<file path="src/hdl/wdtrc_params.svh">
// offsets, field positions, reset values and timing counts of the watchdog reset controller
`ifndef WDTRC_PARAMS_SVH
`define WDTRC_PARAMS_SVH
`define WDTRC_AW 3
`define WDTRC_OFS_CTRL 3'h0
`define WDTRC_OFS_FLAGS 3'h1
`define WDTRC_OFS_PWR 3'h2
`define WDTRC_OFS_ISTAT 3'h3
`define WDTRC_OFS_IEN 3'h4
`define WDTRC_OFS_ICLR 3'h5
`define WDTRC_OFS_PDATA 3'h6
`define WDTRC_OFS_PDIR 3'h7
`define WDTRC_EN_MSB 7
`define WDTRC_EN_LSB 3
`define WDTRC_PS_MSB 2
`define WDTRC_PS_LSB 0
`define WDTRC_CODE_EN 5'h0A
`define WDTRC_CODE_DIS 5'h15
`define WDTRC_CTRL_POR 8'h53
`define WDTRC_PORT_POR 8'hFF
`define WDTRC_FLAG_WRF 0
`define WDTRC_PWR_TO 0
`define WDTRC_PWR_PDF 1
`define WDTRC_EV_TMO 0
`define WDTRC_EV_SRST 1
`define WDTRC_CNT_W 18
`define WDTRC_CLK_NS 25
`define WDTRC_SRESET_NS 100000
`define WDTRC_SRESET_CYC ((`WDTRC_SRESET_NS + `WDTRC_CLK_NS - 1) / `WDTRC_CLK_NS)
`endif

</file>
<file path="src/hdl/wdtrc_pkg.sv">
// types shared by the watchdog reset controller
`default_nettype none
package wdtrc_pkg;
    // register port request from the cpu side
    typedef struct packed {
        logic [2:0] addr;
        logic [7:0] wdata;
        logic wr;
        logic rd;
    } wdtrc_req_t;
    // instruction and mode events from the cpu core
    typedef struct packed {
        logic clear_watchdog_instruction;
        logic halt;
        logic sleep;
    } wdtrc_cpu_t;
    // watchdog state, one-hot
    typedef enum logic [2:0] {
        WDTRC_ST_RUN = 3'b001,
        WDTRC_ST_OFF = 3'b010,
        WDTRC_ST_PEND = 3'b100
    } wdtrc_state_t;
endpackage : wdtrc_pkg
`default_nettype wire

</file>
<file path="src/hdl/wdtrc_top.sv">
// watchdog timer with code-checked enable, reset cause flags and reset outputs
//
// The address map and the strobed register port are this design's own decisions.
`include "wdtrc_params.svh"
`default_nettype none
// Summary of operation
// - counter advances only on low-speed clock ticks
// - period select picks 2^8 to 2^18
// - enable code lets watchdog count, time out
// - disable code stops watchdog, no time-out
// - illegal code: full reset after fixed delay
// - illegal-code reset sets soft reset flag
// - flag set by hardware, software only clears
// - power-on loads enable code, period 011
// - normal overflow: full reset, time-out flag
// - sleep overflow: flag, clear pc and sp
// - illegal code, clear instruction, halt clear count
// - flag register bits 7..4 read zero
// - program counter zero after power-on
// - port data and direction power up ones
// - halt clears count, resumes if enabled
// - sleep time-out leaves both flags one
module wdtrc_top #(
    parameter int SRESET_CYC = `WDTRC_SRESET_CYC
) (
    input wire logic clk_i, // 40 MHz system clock
    input wire logic arst_n_i, // power-on reset, async, active low
    input wire logic low_speed_rc_oscillator_tick_i, // one-cycle pulse per low-speed clock period
    input wire wdtrc_pkg::wdtrc_req_t bus_i, // register port request
    input wire wdtrc_pkg::wdtrc_cpu_t cpu_i, // cpu instruction and mode events
    output logic [7:0] rdata_o, // read data, cycle after read strobe
    output logic dev_reset_o, // full device reset pulse
    output logic pc_sp_clear_o, // clear program counter and stack pointer
    output logic [7:0] port_data_o, // port data register
    output logic [7:0] port_dir_o, // port direction register, one is input
    output logic irq_o // level interrupt
);
    import wdtrc_pkg::*;

    localparam int CW = `WDTRC_CNT_W;
    localparam logic [12:0] DLY_LAST = 13'(SRESET_CYC - 1);

    // last count value of each period, the counter wraps at the chosen power of two
    function automatic logic [CW-1:0] period_last(input logic [2:0] ps);
        logic [4:0] e;
        e = 5'h08;
        case (ps)
            3'h0: e = 5'h08;
            3'h1: e = 5'h0A;
            3'h2: e = 5'h0C;
            3'h3: e = 5'h0E;
            3'h4: e = 5'h0F;
            3'h5: e = 5'h10;
            3'h6: e = 5'h11;
            default: e = 5'h12;
        endcase
        return CW'((19'h00001 << e) - 19'h00001);
    endfunction : period_last

    wdtrc_state_t st_r, st_nxt;
    logic [7:0] ctrl_r, ctrl_nxt;
    logic [CW-1:0] cnt_r, cnt_nxt;
    logic [12:0] dly_r, dly_nxt;
    logic wrf_r, wrf_nxt;
    logic to_r, to_nxt;
    logic pdf_r, pdf_nxt;
    logic [1:0] ist_r, ist_nxt;
    logic [1:0] ien_r, ien_nxt;
    logic [7:0] pdata_r, pdata_nxt;
    logic [7:0] pdir_r, pdir_nxt;
    logic [7:0] rdata_r, rdata_nxt;
    logic devrst_r, devrst_nxt;
    logic pcsp_r, pcsp_nxt;
    logic tmo;
    logic srst_fire;
    logic full_rst;
    logic [4:0] code;

    // write decode strobes
    logic wr_ctrl, wr_flags, wr_ien, wr_iclr, wr_pdata, wr_pdir;
    always_comb begin
        wr_ctrl = 1'b0;
        wr_flags = 1'b0;
        wr_ien = 1'b0;
        wr_iclr = 1'b0;
        wr_pdata = 1'b0;
        wr_pdir = 1'b0;
        if (bus_i.wr && bus_i.addr == `WDTRC_OFS_CTRL) begin
            wr_ctrl = 1'b1;
        end else if (bus_i.wr && bus_i.addr == `WDTRC_OFS_FLAGS) begin
            wr_flags = 1'b1;
        end else if (bus_i.wr && bus_i.addr == `WDTRC_OFS_IEN) begin
            wr_ien = 1'b1;
        end else if (bus_i.wr && bus_i.addr == `WDTRC_OFS_ICLR) begin
            wr_iclr = 1'b1;
        end else if (bus_i.wr && bus_i.addr == `WDTRC_OFS_PDATA) begin
            wr_pdata = 1'b1;
        end else if (bus_i.wr && bus_i.addr == `WDTRC_OFS_PDIR) begin
            wr_pdir = 1'b1;
        end
    end

    // overflow: a tick lands on the last count while running and no clear or halt arrives with it
    // compared with >= so that shortening the period below the current count does not push overflow out to a wrap
    assign tmo = (st_r == WDTRC_ST_RUN) && low_speed_rc_oscillator_tick_i && (cnt_r >= period_last(ctrl_r[`WDTRC_PS_MSB:`WDTRC_PS_LSB]))
        && !cpu_i.clear_watchdog_instruction && !cpu_i.halt;
    // the delayed soft reset fires when its countdown is spent
    assign srst_fire = (st_r == WDTRC_ST_PEND) && (dly_r == 13'h0000);
    // a normal-mode overflow and the soft reset both reset the whole device
    assign full_rst = srst_fire || (tmo && !cpu_i.sleep);

    // control register, state and counter
    always_comb begin
        ctrl_nxt = ctrl_r;
        if (full_rst) begin
            ctrl_nxt = `WDTRC_CTRL_POR;
        end else if (wr_ctrl) begin
            ctrl_nxt = bus_i.wdata;
        end
        code = ctrl_nxt[`WDTRC_EN_MSB:`WDTRC_EN_LSB];
        st_nxt = st_r;
        dly_nxt = dly_r;
        case (st_r)
            WDTRC_ST_PEND: begin
                // a pending noise reset cannot be called off by a later legal write
                if (full_rst) begin
                    st_nxt = WDTRC_ST_RUN;
                end else begin
                    dly_nxt = dly_r - 13'h0001;
                end
            end
            default: begin
                if (code == `WDTRC_CODE_EN) begin
                    st_nxt = WDTRC_ST_RUN;
                end else if (code == `WDTRC_CODE_DIS) begin
                    st_nxt = WDTRC_ST_OFF;
                end else begin
                    st_nxt = WDTRC_ST_PEND;
                    dly_nxt = DLY_LAST;
                end
            end
        endcase
        cnt_nxt = cnt_r;
        if (st_nxt != WDTRC_ST_RUN || st_r != WDTRC_ST_RUN || cpu_i.clear_watchdog_instruction || cpu_i.halt || tmo) begin
            cnt_nxt = '0;
        end else if (low_speed_rc_oscillator_tick_i) begin
            cnt_nxt = cnt_r + 18'h00001;
        end
    end

    always_ff @(posedge clk_i or negedge arst_n_i) begin
        if (!arst_n_i) begin
            st_r <= WDTRC_ST_RUN;
            ctrl_r <= `WDTRC_CTRL_POR;
            cnt_r <= '0;
            dly_r <= 13'h0000;
        end else begin
            st_r <= st_nxt;
            ctrl_r <= ctrl_nxt;
            cnt_r <= cnt_nxt;
            dly_r <= dly_nxt;
        end
    end

    // reset cause and power flags; hardware set wins over any clear in the same cycle
    always_comb begin
        wrf_nxt = wrf_r;
        if (wr_flags && !bus_i.wdata[`WDTRC_FLAG_WRF]) begin
            wrf_nxt = 1'b0;
        end
        if (srst_fire) begin
            wrf_nxt = 1'b1;
        end
        to_nxt = to_r;
        pdf_nxt = pdf_r;
        if (cpu_i.clear_watchdog_instruction) begin
            to_nxt = 1'b0;
            pdf_nxt = 1'b0;
        end
        if (cpu_i.halt) begin
            to_nxt = 1'b0;
            pdf_nxt = 1'b1;
        end
        if (tmo) begin
            to_nxt = 1'b1;
            if (cpu_i.sleep) begin
                pdf_nxt = 1'b1;
            end
        end
    end

    always_ff @(posedge clk_i or negedge arst_n_i) begin
        if (!arst_n_i) begin
            wrf_r <= 1'b0;
            to_r <= 1'b0;
            pdf_r <= 1'b0;
        end else begin
            wrf_r <= wrf_nxt;
            to_r <= to_nxt;
            pdf_r <= pdf_nxt;
        end
    end

    // reset outputs; pc and sp clear stands during power-on reset and one cycle after
    always_comb begin
        devrst_nxt = full_rst;
        pcsp_nxt = tmo && cpu_i.sleep;
    end

    always_ff @(posedge clk_i or negedge arst_n_i) begin
        if (!arst_n_i) begin
            devrst_r <= 1'b0;
            pcsp_r <= 1'b1;
        end else begin
            devrst_r <= devrst_nxt;
            pcsp_r <= pcsp_nxt;
        end
    end

    // interrupt status, enable and port registers
    always_comb begin
        ist_nxt = ist_r;
        if (wr_iclr) begin
            ist_nxt = ist_r & ~bus_i.wdata[1:0];
        end
        if (tmo) begin
            ist_nxt[`WDTRC_EV_TMO] = 1'b1;
        end
        if (srst_fire) begin
            ist_nxt[`WDTRC_EV_SRST] = 1'b1;
        end
        ien_nxt = wr_ien ? bus_i.wdata[1:0] : ien_r;
        pdata_nxt = wr_pdata ? bus_i.wdata : pdata_r;
        pdir_nxt = wr_pdir ? bus_i.wdata : pdir_r;
    end

    always_ff @(posedge clk_i or negedge arst_n_i) begin
        if (!arst_n_i) begin
            ist_r <= 2'h0;
            ien_r <= 2'h0;
            pdata_r <= `WDTRC_PORT_POR;
            pdir_r <= `WDTRC_PORT_POR;
        end else begin
            ist_r <= ist_nxt;
            ien_r <= ien_nxt;
            pdata_r <= pdata_nxt;
            pdir_r <= pdir_nxt;
        end
    end

    // read mux; write-only clear register and unused bits read zero
    always_comb begin
        rdata_nxt = 8'h00;
        if (!bus_i.rd) begin
            rdata_nxt = 8'h00;
        end else if (bus_i.addr == `WDTRC_OFS_CTRL) begin
            rdata_nxt = ctrl_r;
        end else if (bus_i.addr == `WDTRC_OFS_FLAGS) begin
            rdata_nxt = {7'h00, wrf_r};
        end else if (bus_i.addr == `WDTRC_OFS_PWR) begin
            rdata_nxt = {6'h00, pdf_r, to_r};
        end else if (bus_i.addr == `WDTRC_OFS_ISTAT) begin
            rdata_nxt = {6'h00, ist_r};
        end else if (bus_i.addr == `WDTRC_OFS_IEN) begin
            rdata_nxt = {6'h00, ien_r};
        end else if (bus_i.addr == `WDTRC_OFS_PDATA) begin
            rdata_nxt = pdata_r;
        end else if (bus_i.addr == `WDTRC_OFS_PDIR) begin
            rdata_nxt = pdir_r;
        end
    end

    always_ff @(posedge clk_i or negedge arst_n_i) begin
        if (!arst_n_i) begin
            rdata_r <= 8'h00;
        end else begin
            rdata_r <= rdata_nxt;
        end
    end

    assign rdata_o = rdata_r;
    assign dev_reset_o = devrst_r;
    assign pc_sp_clear_o = pcsp_r;
    assign port_data_o = pdata_r;
    assign port_dir_o = pdir_r;
    assign irq_o = |(ist_r & ien_r);

    // checks on the behaviour above
    a_tick_only: assert property (@(posedge clk_i) disable iff (!arst_n_i)
        (!low_speed_rc_oscillator_tick_i && cnt_r != '0) |=> (cnt_r == $past(cnt_r) || cnt_r == '0))
        else $error("watchdog count moved without a low-speed tick");

    a_period_ovf: assert property (@(posedge clk_i) disable iff (!arst_n_i)
        (st_r == WDTRC_ST_RUN && low_speed_rc_oscillator_tick_i && !cpu_i.clear_watchdog_instruction && !cpu_i.halt
         && cnt_r == period_last(ctrl_r[2:0])) |=> (dev_reset_o || pc_sp_clear_o))
        else $error("overflow at selected period gave no reset");

    a_off_silent: assert property (@(posedge clk_i) disable iff (!arst_n_i)
        (st_r == WDTRC_ST_OFF) |-> (cnt_r == '0 && !tmo))
        else $error("disabled watchdog counted or timed out");

    a_illegal_rst: assert property (@(posedge clk_i) disable iff (!arst_n_i)
        srst_fire |=> (ctrl_r == `WDTRC_CTRL_POR && st_r == WDTRC_ST_RUN && dev_reset_o))
        else $error("illegal code did not end in a device reset");

    a_wrf_set: assert property (@(posedge clk_i) disable iff (!arst_n_i)
        srst_fire |=> wrf_r)
        else $error("soft reset flag not set");

    a_wrf_sw: assert property (@(posedge clk_i) disable iff (!arst_n_i)
        (!wrf_r && !srst_fire) |=> !wrf_r)
        else $error("soft reset flag set by software");

    a_sleep_ovf: assert property (@(posedge clk_i) disable iff (!arst_n_i)
        (tmo && cpu_i.sleep) |=> (to_r && pdf_r && pc_sp_clear_o && !dev_reset_o))
        else $error("sleep time-out handled wrongly");

    a_count_clear: assert property (@(posedge clk_i) disable iff (!arst_n_i)
        (cpu_i.clear_watchdog_instruction || cpu_i.halt) |=> cnt_r == '0)
        else $error("clear event left count nonzero");

    a_flags_read: assert property (@(posedge clk_i) disable iff (!arst_n_i)
        (bus_i.rd && bus_i.addr == 3'h1) |=> (rdata_o[7:4] == 4'h0 && rdata_o[0] == $past(wrf_r)))
        else $error("flag register read wrong");
endmodule : wdtrc_top
`default_nettype wire

</file>
<file path="config.mk">
export PLATFORM = sky130hd
export DESIGN_NAME = wdtrc_top
export DESIGN_NICKNAME = d
export VERILOG_FILES = /design/src/hdl/wdtrc_pkg.sv /design/src/hdl/wdtrc_top.sv
export VERILOG_INCLUDE_DIRS = /design/src /design/src/hdl
export SDC_FILE = /design/constraint.sdc
export NUM_CORES = 1
export LEC_CHECK = 0
export BUFFER_PORTS_ARGS = -buffer_cell sky130_fd_sc_hd__buf_2
export CAP_MARGIN = 30
export CORE_UTILIZATION = 60
export CTS_CLUSTER_SIZE = 20
export DETAILED_ROUTE_END_ITERATION = 16
export GPL_TIMING_DRIVEN = 1
export PLACE_DENSITY = 0.88
export RECOVER_POWER = 25
export SETUP_SLACK_MARGIN = 0.05
export SYNTH_ARGS = -nofsm -noshare
export SYNTH_HDL_FRONTEND = slang
export SYNTH_SLANG_ARGS = --single-unit
export TNS_END_PERCENT = 30
</file>
<file path="constraint.sdc">
create_clock -name clk_i -period 9.65 [get_ports clk_i]
set_input_delay 0.965 -clock clk_i [delete_from_list [all_inputs] [get_ports clk_i]]
set_output_delay 0.965 -clock clk_i [all_outputs]
set_load 0.005 [all_outputs]
</file>
=== Yosys cells after proc, flatten, opt, wreduce, memory -nomap -nowiden ===
Index checks and enable logic that the tools add are counted.

* Bits in registers: 75
* Bits of input ports: 19
* Output and inout bits: 27
* Word-level logic and storage cells: 134

* $add $sub $neg: 3
* Magnitude comparators: 1
* Equal/unequal tests: 22
* Shifts and indexed selects: 1
* Muxes and demuxes: 54
* Bitwise logic cells: 3
* Reduce and logical (&&, ||, !) cells: 34

{| class="wikitable"
|+ Operators with widths
! cell !! number
|-
| $mux 8 || 10
|-
| $mux 13 || 4
|-
| $mux 18 || 2
|-
| $pmux 5 s7 || 1
|-
| $mux 1 || 32
|-
| $eq 3x3->1 const B || 8
|-
| $add 18x1->18 const B || 1
|-
| $ge 18x18->1 || 1
|-
| $shl 1x5->18 const A || 1
|-
| $sub 18x1->18 const B || 1
|-
| $logic_and 1x1->1 || 14
|-
| $logic_not 13->1 || 1
|-
| $sub 13x1->13 const B || 1
|-
| $eq 3x2->1 const B || 4
|-
| $mux 3 || 4
|-
| $reduce_bool 2->1 || 5
|-
| $eq 3x1->1 const B || 3
|-
| $logic_not 3->1 || 2
|-
| $ne 2x2->1 const B || 3
|-
| $ne 3x1->1 const B || 2
|-
| $eq 5x4->1 const B || 1
|-
| $eq 5x5->1 const B || 1
|-
| $logic_or 1x1->1 || 5
|-
| $and 2x2->2 || 2
|-
| other kinds (6) || 9
|}

=== Logic depth before layout (Yosys ltp) ===
* Depth in word-level cells: 21
* Gate-level depth with buffers: 11
* Gate-level depth less buffers: 9

=== Worst setup path before layout ===
OpenSTA, ideal clock, no wires.

* Kind: flip-flop to flip-flop
* From: reg ctrl_r[1]
* To: reg cnt_r[1]
* Setup time: 0.072 ns
* Data arrival time: 3.096 ns
* Required time: 9.578 ns
* Slack: 6.483 ns
* Stages on the path, launching flop included: 12
* Buffers on the path: 3
* Period minus slack after synthesis: 3.167 ns
* Path through: dfstp_2 clkbuf_1 o21ai_0 ha_1 a211oi_1 nor2_1 a2111oi_1 a21oi_1 or4b_1 buf_4 buf_6 nor2_1

* Word-level cells in the longest chain between the ends: 21
* Elaborated cells on any way between the ends: 30
* Classes of those cells: add/sub: 1; order compare: 1; eq/ne: 9; shift: 1; mux: 7; reduce/logical: 11

{| class="wikitable"
|+ Ends and longest elaborated chain
! element !! RTL line !! source
|-
| from (decl) || wdtrc_top.sv:61 || <nowiki>logic [7:0] ctrl_r, ctrl_nxt;</nowiki>
|-
| from (signal assigned) || wdtrc_top.sv:154 || <nowiki>ctrl_r <= `WDTRC_CTRL_POR;</nowiki>
|-
| from (signal assigned) || wdtrc_top.sv:159 || <nowiki>ctrl_r <= ctrl_nxt;</nowiki>
|-
| $eq 3x3->1 (tied with other cells) || wdtrc_top.sv:47 || <nowiki>case (ps)</nowiki>
|-
| $pmux 5 s7 (*) || wdtrc_top.sv:47 ||
|-
| $shl 1x5->18 (*) || wdtrc_top.sv:57 || <nowiki>return CW'((19'h00001 << e) - 19'h00001);</nowiki>
|-
| $sub 18x1->18 (*) || wdtrc_top.sv:57 ||
|-
| $ge 18x18->1 (*) || wdtrc_top.sv:105 || <nowiki>assign tmo = (st_r == WDTRC_ST_RUN) && low_speed_rc_oscillator_tick_i && (cnt_r >= period_last(ctrl_r[`WDTRC_P ...</nowiki>
|-
| $logic_and 1x1->1 (*) (3 in series) || wdtrc_top.sv:105 ||
|-
| $logic_and 1x1->1 || wdtrc_top.sv:110 || <nowiki>assign full_rst = srst_fire || (tmo && !cpu_i.sleep);</nowiki>
|-
| $logic_or 1x1->1 || wdtrc_top.sv:110 ||
|-
| $mux 8 || wdtrc_top.sv:115 || <nowiki>if (full_rst) begin</nowiki>
|-
| $eq 5x5->1 (no line) || - ||
|-
| $mux 3 || wdtrc_top.sv:135 || <nowiki>end else if (code == `WDTRC_CODE_DIS) begin</nowiki>
|-
| $mux 3 || wdtrc_top.sv:133 || <nowiki>if (code == `WDTRC_CODE_EN) begin</nowiki>
|-
| $mux 3 || wdtrc_top.sv:123 || <nowiki>case (st_r)</nowiki>
|-
| $ne 3x1->1 || wdtrc_top.sv:144 || <nowiki>if (st_nxt != WDTRC_ST_RUN || st_r != WDTRC_ST_RUN || cpu_i.clear_watchdog_instruction || cpu_i.halt || tmo) b ...</nowiki>
|-
| $logic_or 1x1->1 (3 in series) || wdtrc_top.sv:144 ||
|-
| $logic_or 1x1->1 (*) || wdtrc_top.sv:144 ||
|-
| $mux 18 or $reduce_bool 2->1 (tied branches) || - ||
|-
| to (signal assigned) || wdtrc_top.sv:160 || <nowiki>cnt_r <= cnt_nxt;</nowiki>
|-
| to (decl) || wdtrc_top.sv:62 || <nowiki>logic [CW-1:0] cnt_r, cnt_nxt;</nowiki>
|}

Mark *: on every way between the ends. The rest lies on a longest branch, timed or not.
A chain may end at the register's enable or synchronous reset.

==> results.json <==
{
  "outcome": "finished with violations",
  "violations": "design-rule violations, max-capacitance violations, max-slew violations",
  "synth_edf_count": 0,
  "ir_worst_vdd_uv": 125,
  "drive_gt1_frac": 0.265,
  "slew_headroom": -1.56,
  "synth_seq_area_share": 0.473,
  "yosysTopAreaCellShare": 0.330,
  "crit_required_ps": 9230,
  "ctsRootBufferMaster": "clkbuf_8",
  "viasPerCell": 6.05,
  "ctsResizeCount": 0,
  "htree_levels": 3,
  "synth_top_family_by_area": "simple AND/OR/NAND/NOR gates",
  "grt_use_total": 0.253,
  "cts_tree": "yes",
  "critPathSlowestCell": "clkbuf_1",
  "synthDistinctLibCells": 58,
  "detail_route.iter0.violations": 202,
  "ios": 46,
  "async_flop_share": 1.00,
  "die_w_um": 83.9,
  "numPortBuffers": 45,
  "ys_warn_count": 0,
  "clkTransAtPathRegs_ps": 80,
  "finalHoldViolCount": 0,
  "crit_path_max_fanout": 75,
  "worst_slew_pin_slew_ps": 3840,
  "core_area_um2": 6420,
  "skew_ps": 11.0,
  "fmax_mhz": 239,
  "grt-ovfl-total": 0,
  "synthFlopType": "dfrtp_1",
  "crit_path_start_kind": "primary input",
  "synthXorXnorAreaFrac": 0.0414,
  "critPathCapture": "cnt_r[10]",
  "p_leak_nw": 1.97,
  "ctsHoldBuffers": 0,
  "r2r_cells": 8,
  "area_growth_pct": 11.1,
  "hpwlAfterDp_mm": 5.94,
  "crit_path_end_kind": "async pin",
  "wl_mm": 8.36,
  "synth_area_um2": 4020,
  "pwr_density_cell_nw_per_um2": 179,
  "synth_area_per_cell_um2": 10.3,
  "crit_chain": "buf_2 > clkbuf_1",
  "synth_cells": 389,
  "grt_first_pass_wirelength_mm": 13.9,
  "period_share": 0.434,
  "post-synth-top-area-cell": "dfrtp_1",
  "dieArea_um2": 7040,
  "post_cts_buffers": 0,
  "clkSinkCount": 75,
  "r2r_end": "cnt_r[16]",
  "setup_slack_ps": 5460,
  "antenna_cells": 0,
  "postRouteAntennaNets": 0,
  "path_class": "primary input to async pin",
  "min_period_ps": 4190,
  "pre_cts_ws_ps": 6110,
  "grt_pass1_vias": 2939,
  "critPathBufInv": 2,
  "rsz0062_at_grt": "no",
  "synth-compound-area-share": 0.0862,
  "fp.dieH_um": 83.9,
  "synth_fa_ha_area_frac": 0.0498,
  "r2r_start": "ctrl_r[1]",
  "place.gp.congestion": 0.884,
  "drt_first_pass_iters": 11,
  "cap_violations": 1,
  "cp.depth": 2,
  "ys_ff_latch": 75,
  "min_path_cells": 2,
  "row_count": 29,
  "slew_viol_final": 76,
  "holdCritPathClass": "flip-flop to flip-flop",
  "grt_antenna_before_repair": 0,
  "clock_latency_ps": 360,
  "crit_family": "buffers and inverters",
  "cp.arrival_ps": 3770,
  "setup_tns_ps": 0,
  "initial_core_util": 0.626,
  "r2r_setup_slack_ps": 6190,
  "drcViolationCount": 2,
  "synth.top_cells.by_area": "dfrtp_1 33%, dfstp_2 14%, mux2_2 5.3%, ha_1 5.0%, nand2_1 4.0%",
  "clockBufferDepth": 2,
  "wl_per_cell_um": 16.3,
  "num_vias": 3112,
  "max_stage_delay_ps": 2680,
  "grt_max_degree": 76,
  "setup-violations-final": 0,
  "fin_nets": 467,
  "synthSimpleGateAreaFrac": 0.233,
  "synthMuxAreaShare": 0.0837,
  "cp-startpoint": "arst_n_i",
  "cts_buffers": 9
}
[flip-flops by register name, summed over array words and instances (netlist names), 2 cells and up]
signal and cells:
port_dir_o 8, ist_r 2, dly_r 13, ctrl_r 8
ien_r 2, port_data_o 8, st_r 3, rdata_o 8
cnt_r 18
[worst min path at each step]
stage	startpoint	slack, ps	endpoint
6_report	wrf_r	510	wrf_r
5_1_grt	ctrl_r[4]	540	ctrl_r[4]
4_1_cts	wrf_r	500	wrf_r
3_5_place_dp	wrf_r	480	wrf_r
3_3_place_gp	wrf_r	480	wrf_r
2_1_floorplan	wrf_r	440	wrf_r
[area by class of cell]
class	count	area, um2
flip-flops and latches	75	1900
multi-input cells	291	2000
well taps	77	96.3
inverters	8	30.0
fillers	441	1950
clock inverters	7	81.3
clock buffers	9	124
repair buffers	47	236
[cells in the mapped netlist, types with 2 or more instances]
library cell   n
and3_1         5
mux2i_1       10
ha_1          16
or4b_1         2
nand3b_1       2
nor4_1         3
a31oi_2        2
nor4_4         2
or4_1          8
nand2_1       43
nor2_1        34
a21o_1         2
buf_1          2
or4b_4         2
nand4b_1       2
mux2_2        19
dfstp_2       22
o31ai_1        7
dfrtp_1       53
o21ai_0       11
or2_2          2
buf_6          4
nor3_1        10
a21oi_1       13
inv_1          8
xor2_1        12
nand3_1       24
nand4_1       10
nor2b_1        3
nor3b_1        2
o21a_1         3
nor4b_1        2
a211oi_1       2
clkbuf_1      10
nand2b_1       3
and2_1         6
xnor2_1        7
[report_power, final]
part           internal, mW  switching [mW]
Combinational        0.0660          0.0640
Sequential            0.371          0.0476
Clock                 0.123           0.129
[routing by layer]
layer,wire length [um],vias up,GRT usage,share of wire
met4,181,0,0.0972,0.022
met2,4080,97,0.404,0.49
met3,395,17,0.0504,0.047
met5,0,-,0,0
met1,3710,1524,0.342,0.44
li1,-,1474,-,-
[metrics by stage]
step / cell area, um2 / power [mW] / utilization / hold WS, ps / instances
after floorplan: 4030 / 0.498 / - / 445 / 391
after global placement: 4270 / 0.543 / 0.665 / 478 / 498
after detailed placement: 4270 / 0.553 / 0.665 / 475 / 498
after CTS: 4470 / 0.805 / 0.697 / 502 / 514
after global routing: 4470 / 0.838 / 0.696 / 543 / 514
final: 4470 / 0.801 / 0.696 / 510 / 514
[cells in the final DEF (no fill, tap or decap), types with 11 or more instances in the layout]
cell type,count
buf_2,45
dfrtp_1,53
dfstp_2,22
nor2_1,34
nand2_1,43
xor2_1,12
o21ai_0,11
nand3_1,24
ha_1,16
mux2_2,19
a21oi_1,13
[cells by family (layout without fill, tap and decap cells)]
logic type | after synthesis | in the layout
muxes | 30 | 30
xor gates and xnor gates | 19 | 19
buffers and inverters | 25 | 71
and+or+nand+nor | 172 | 172
adders and majority gates | 16 | 16
other | 1 | 3
DFF | 75 | 75
AOI/OAI and AO/OA | 51 | 51
No activity file was read; power rests on OpenSTA's default activity.
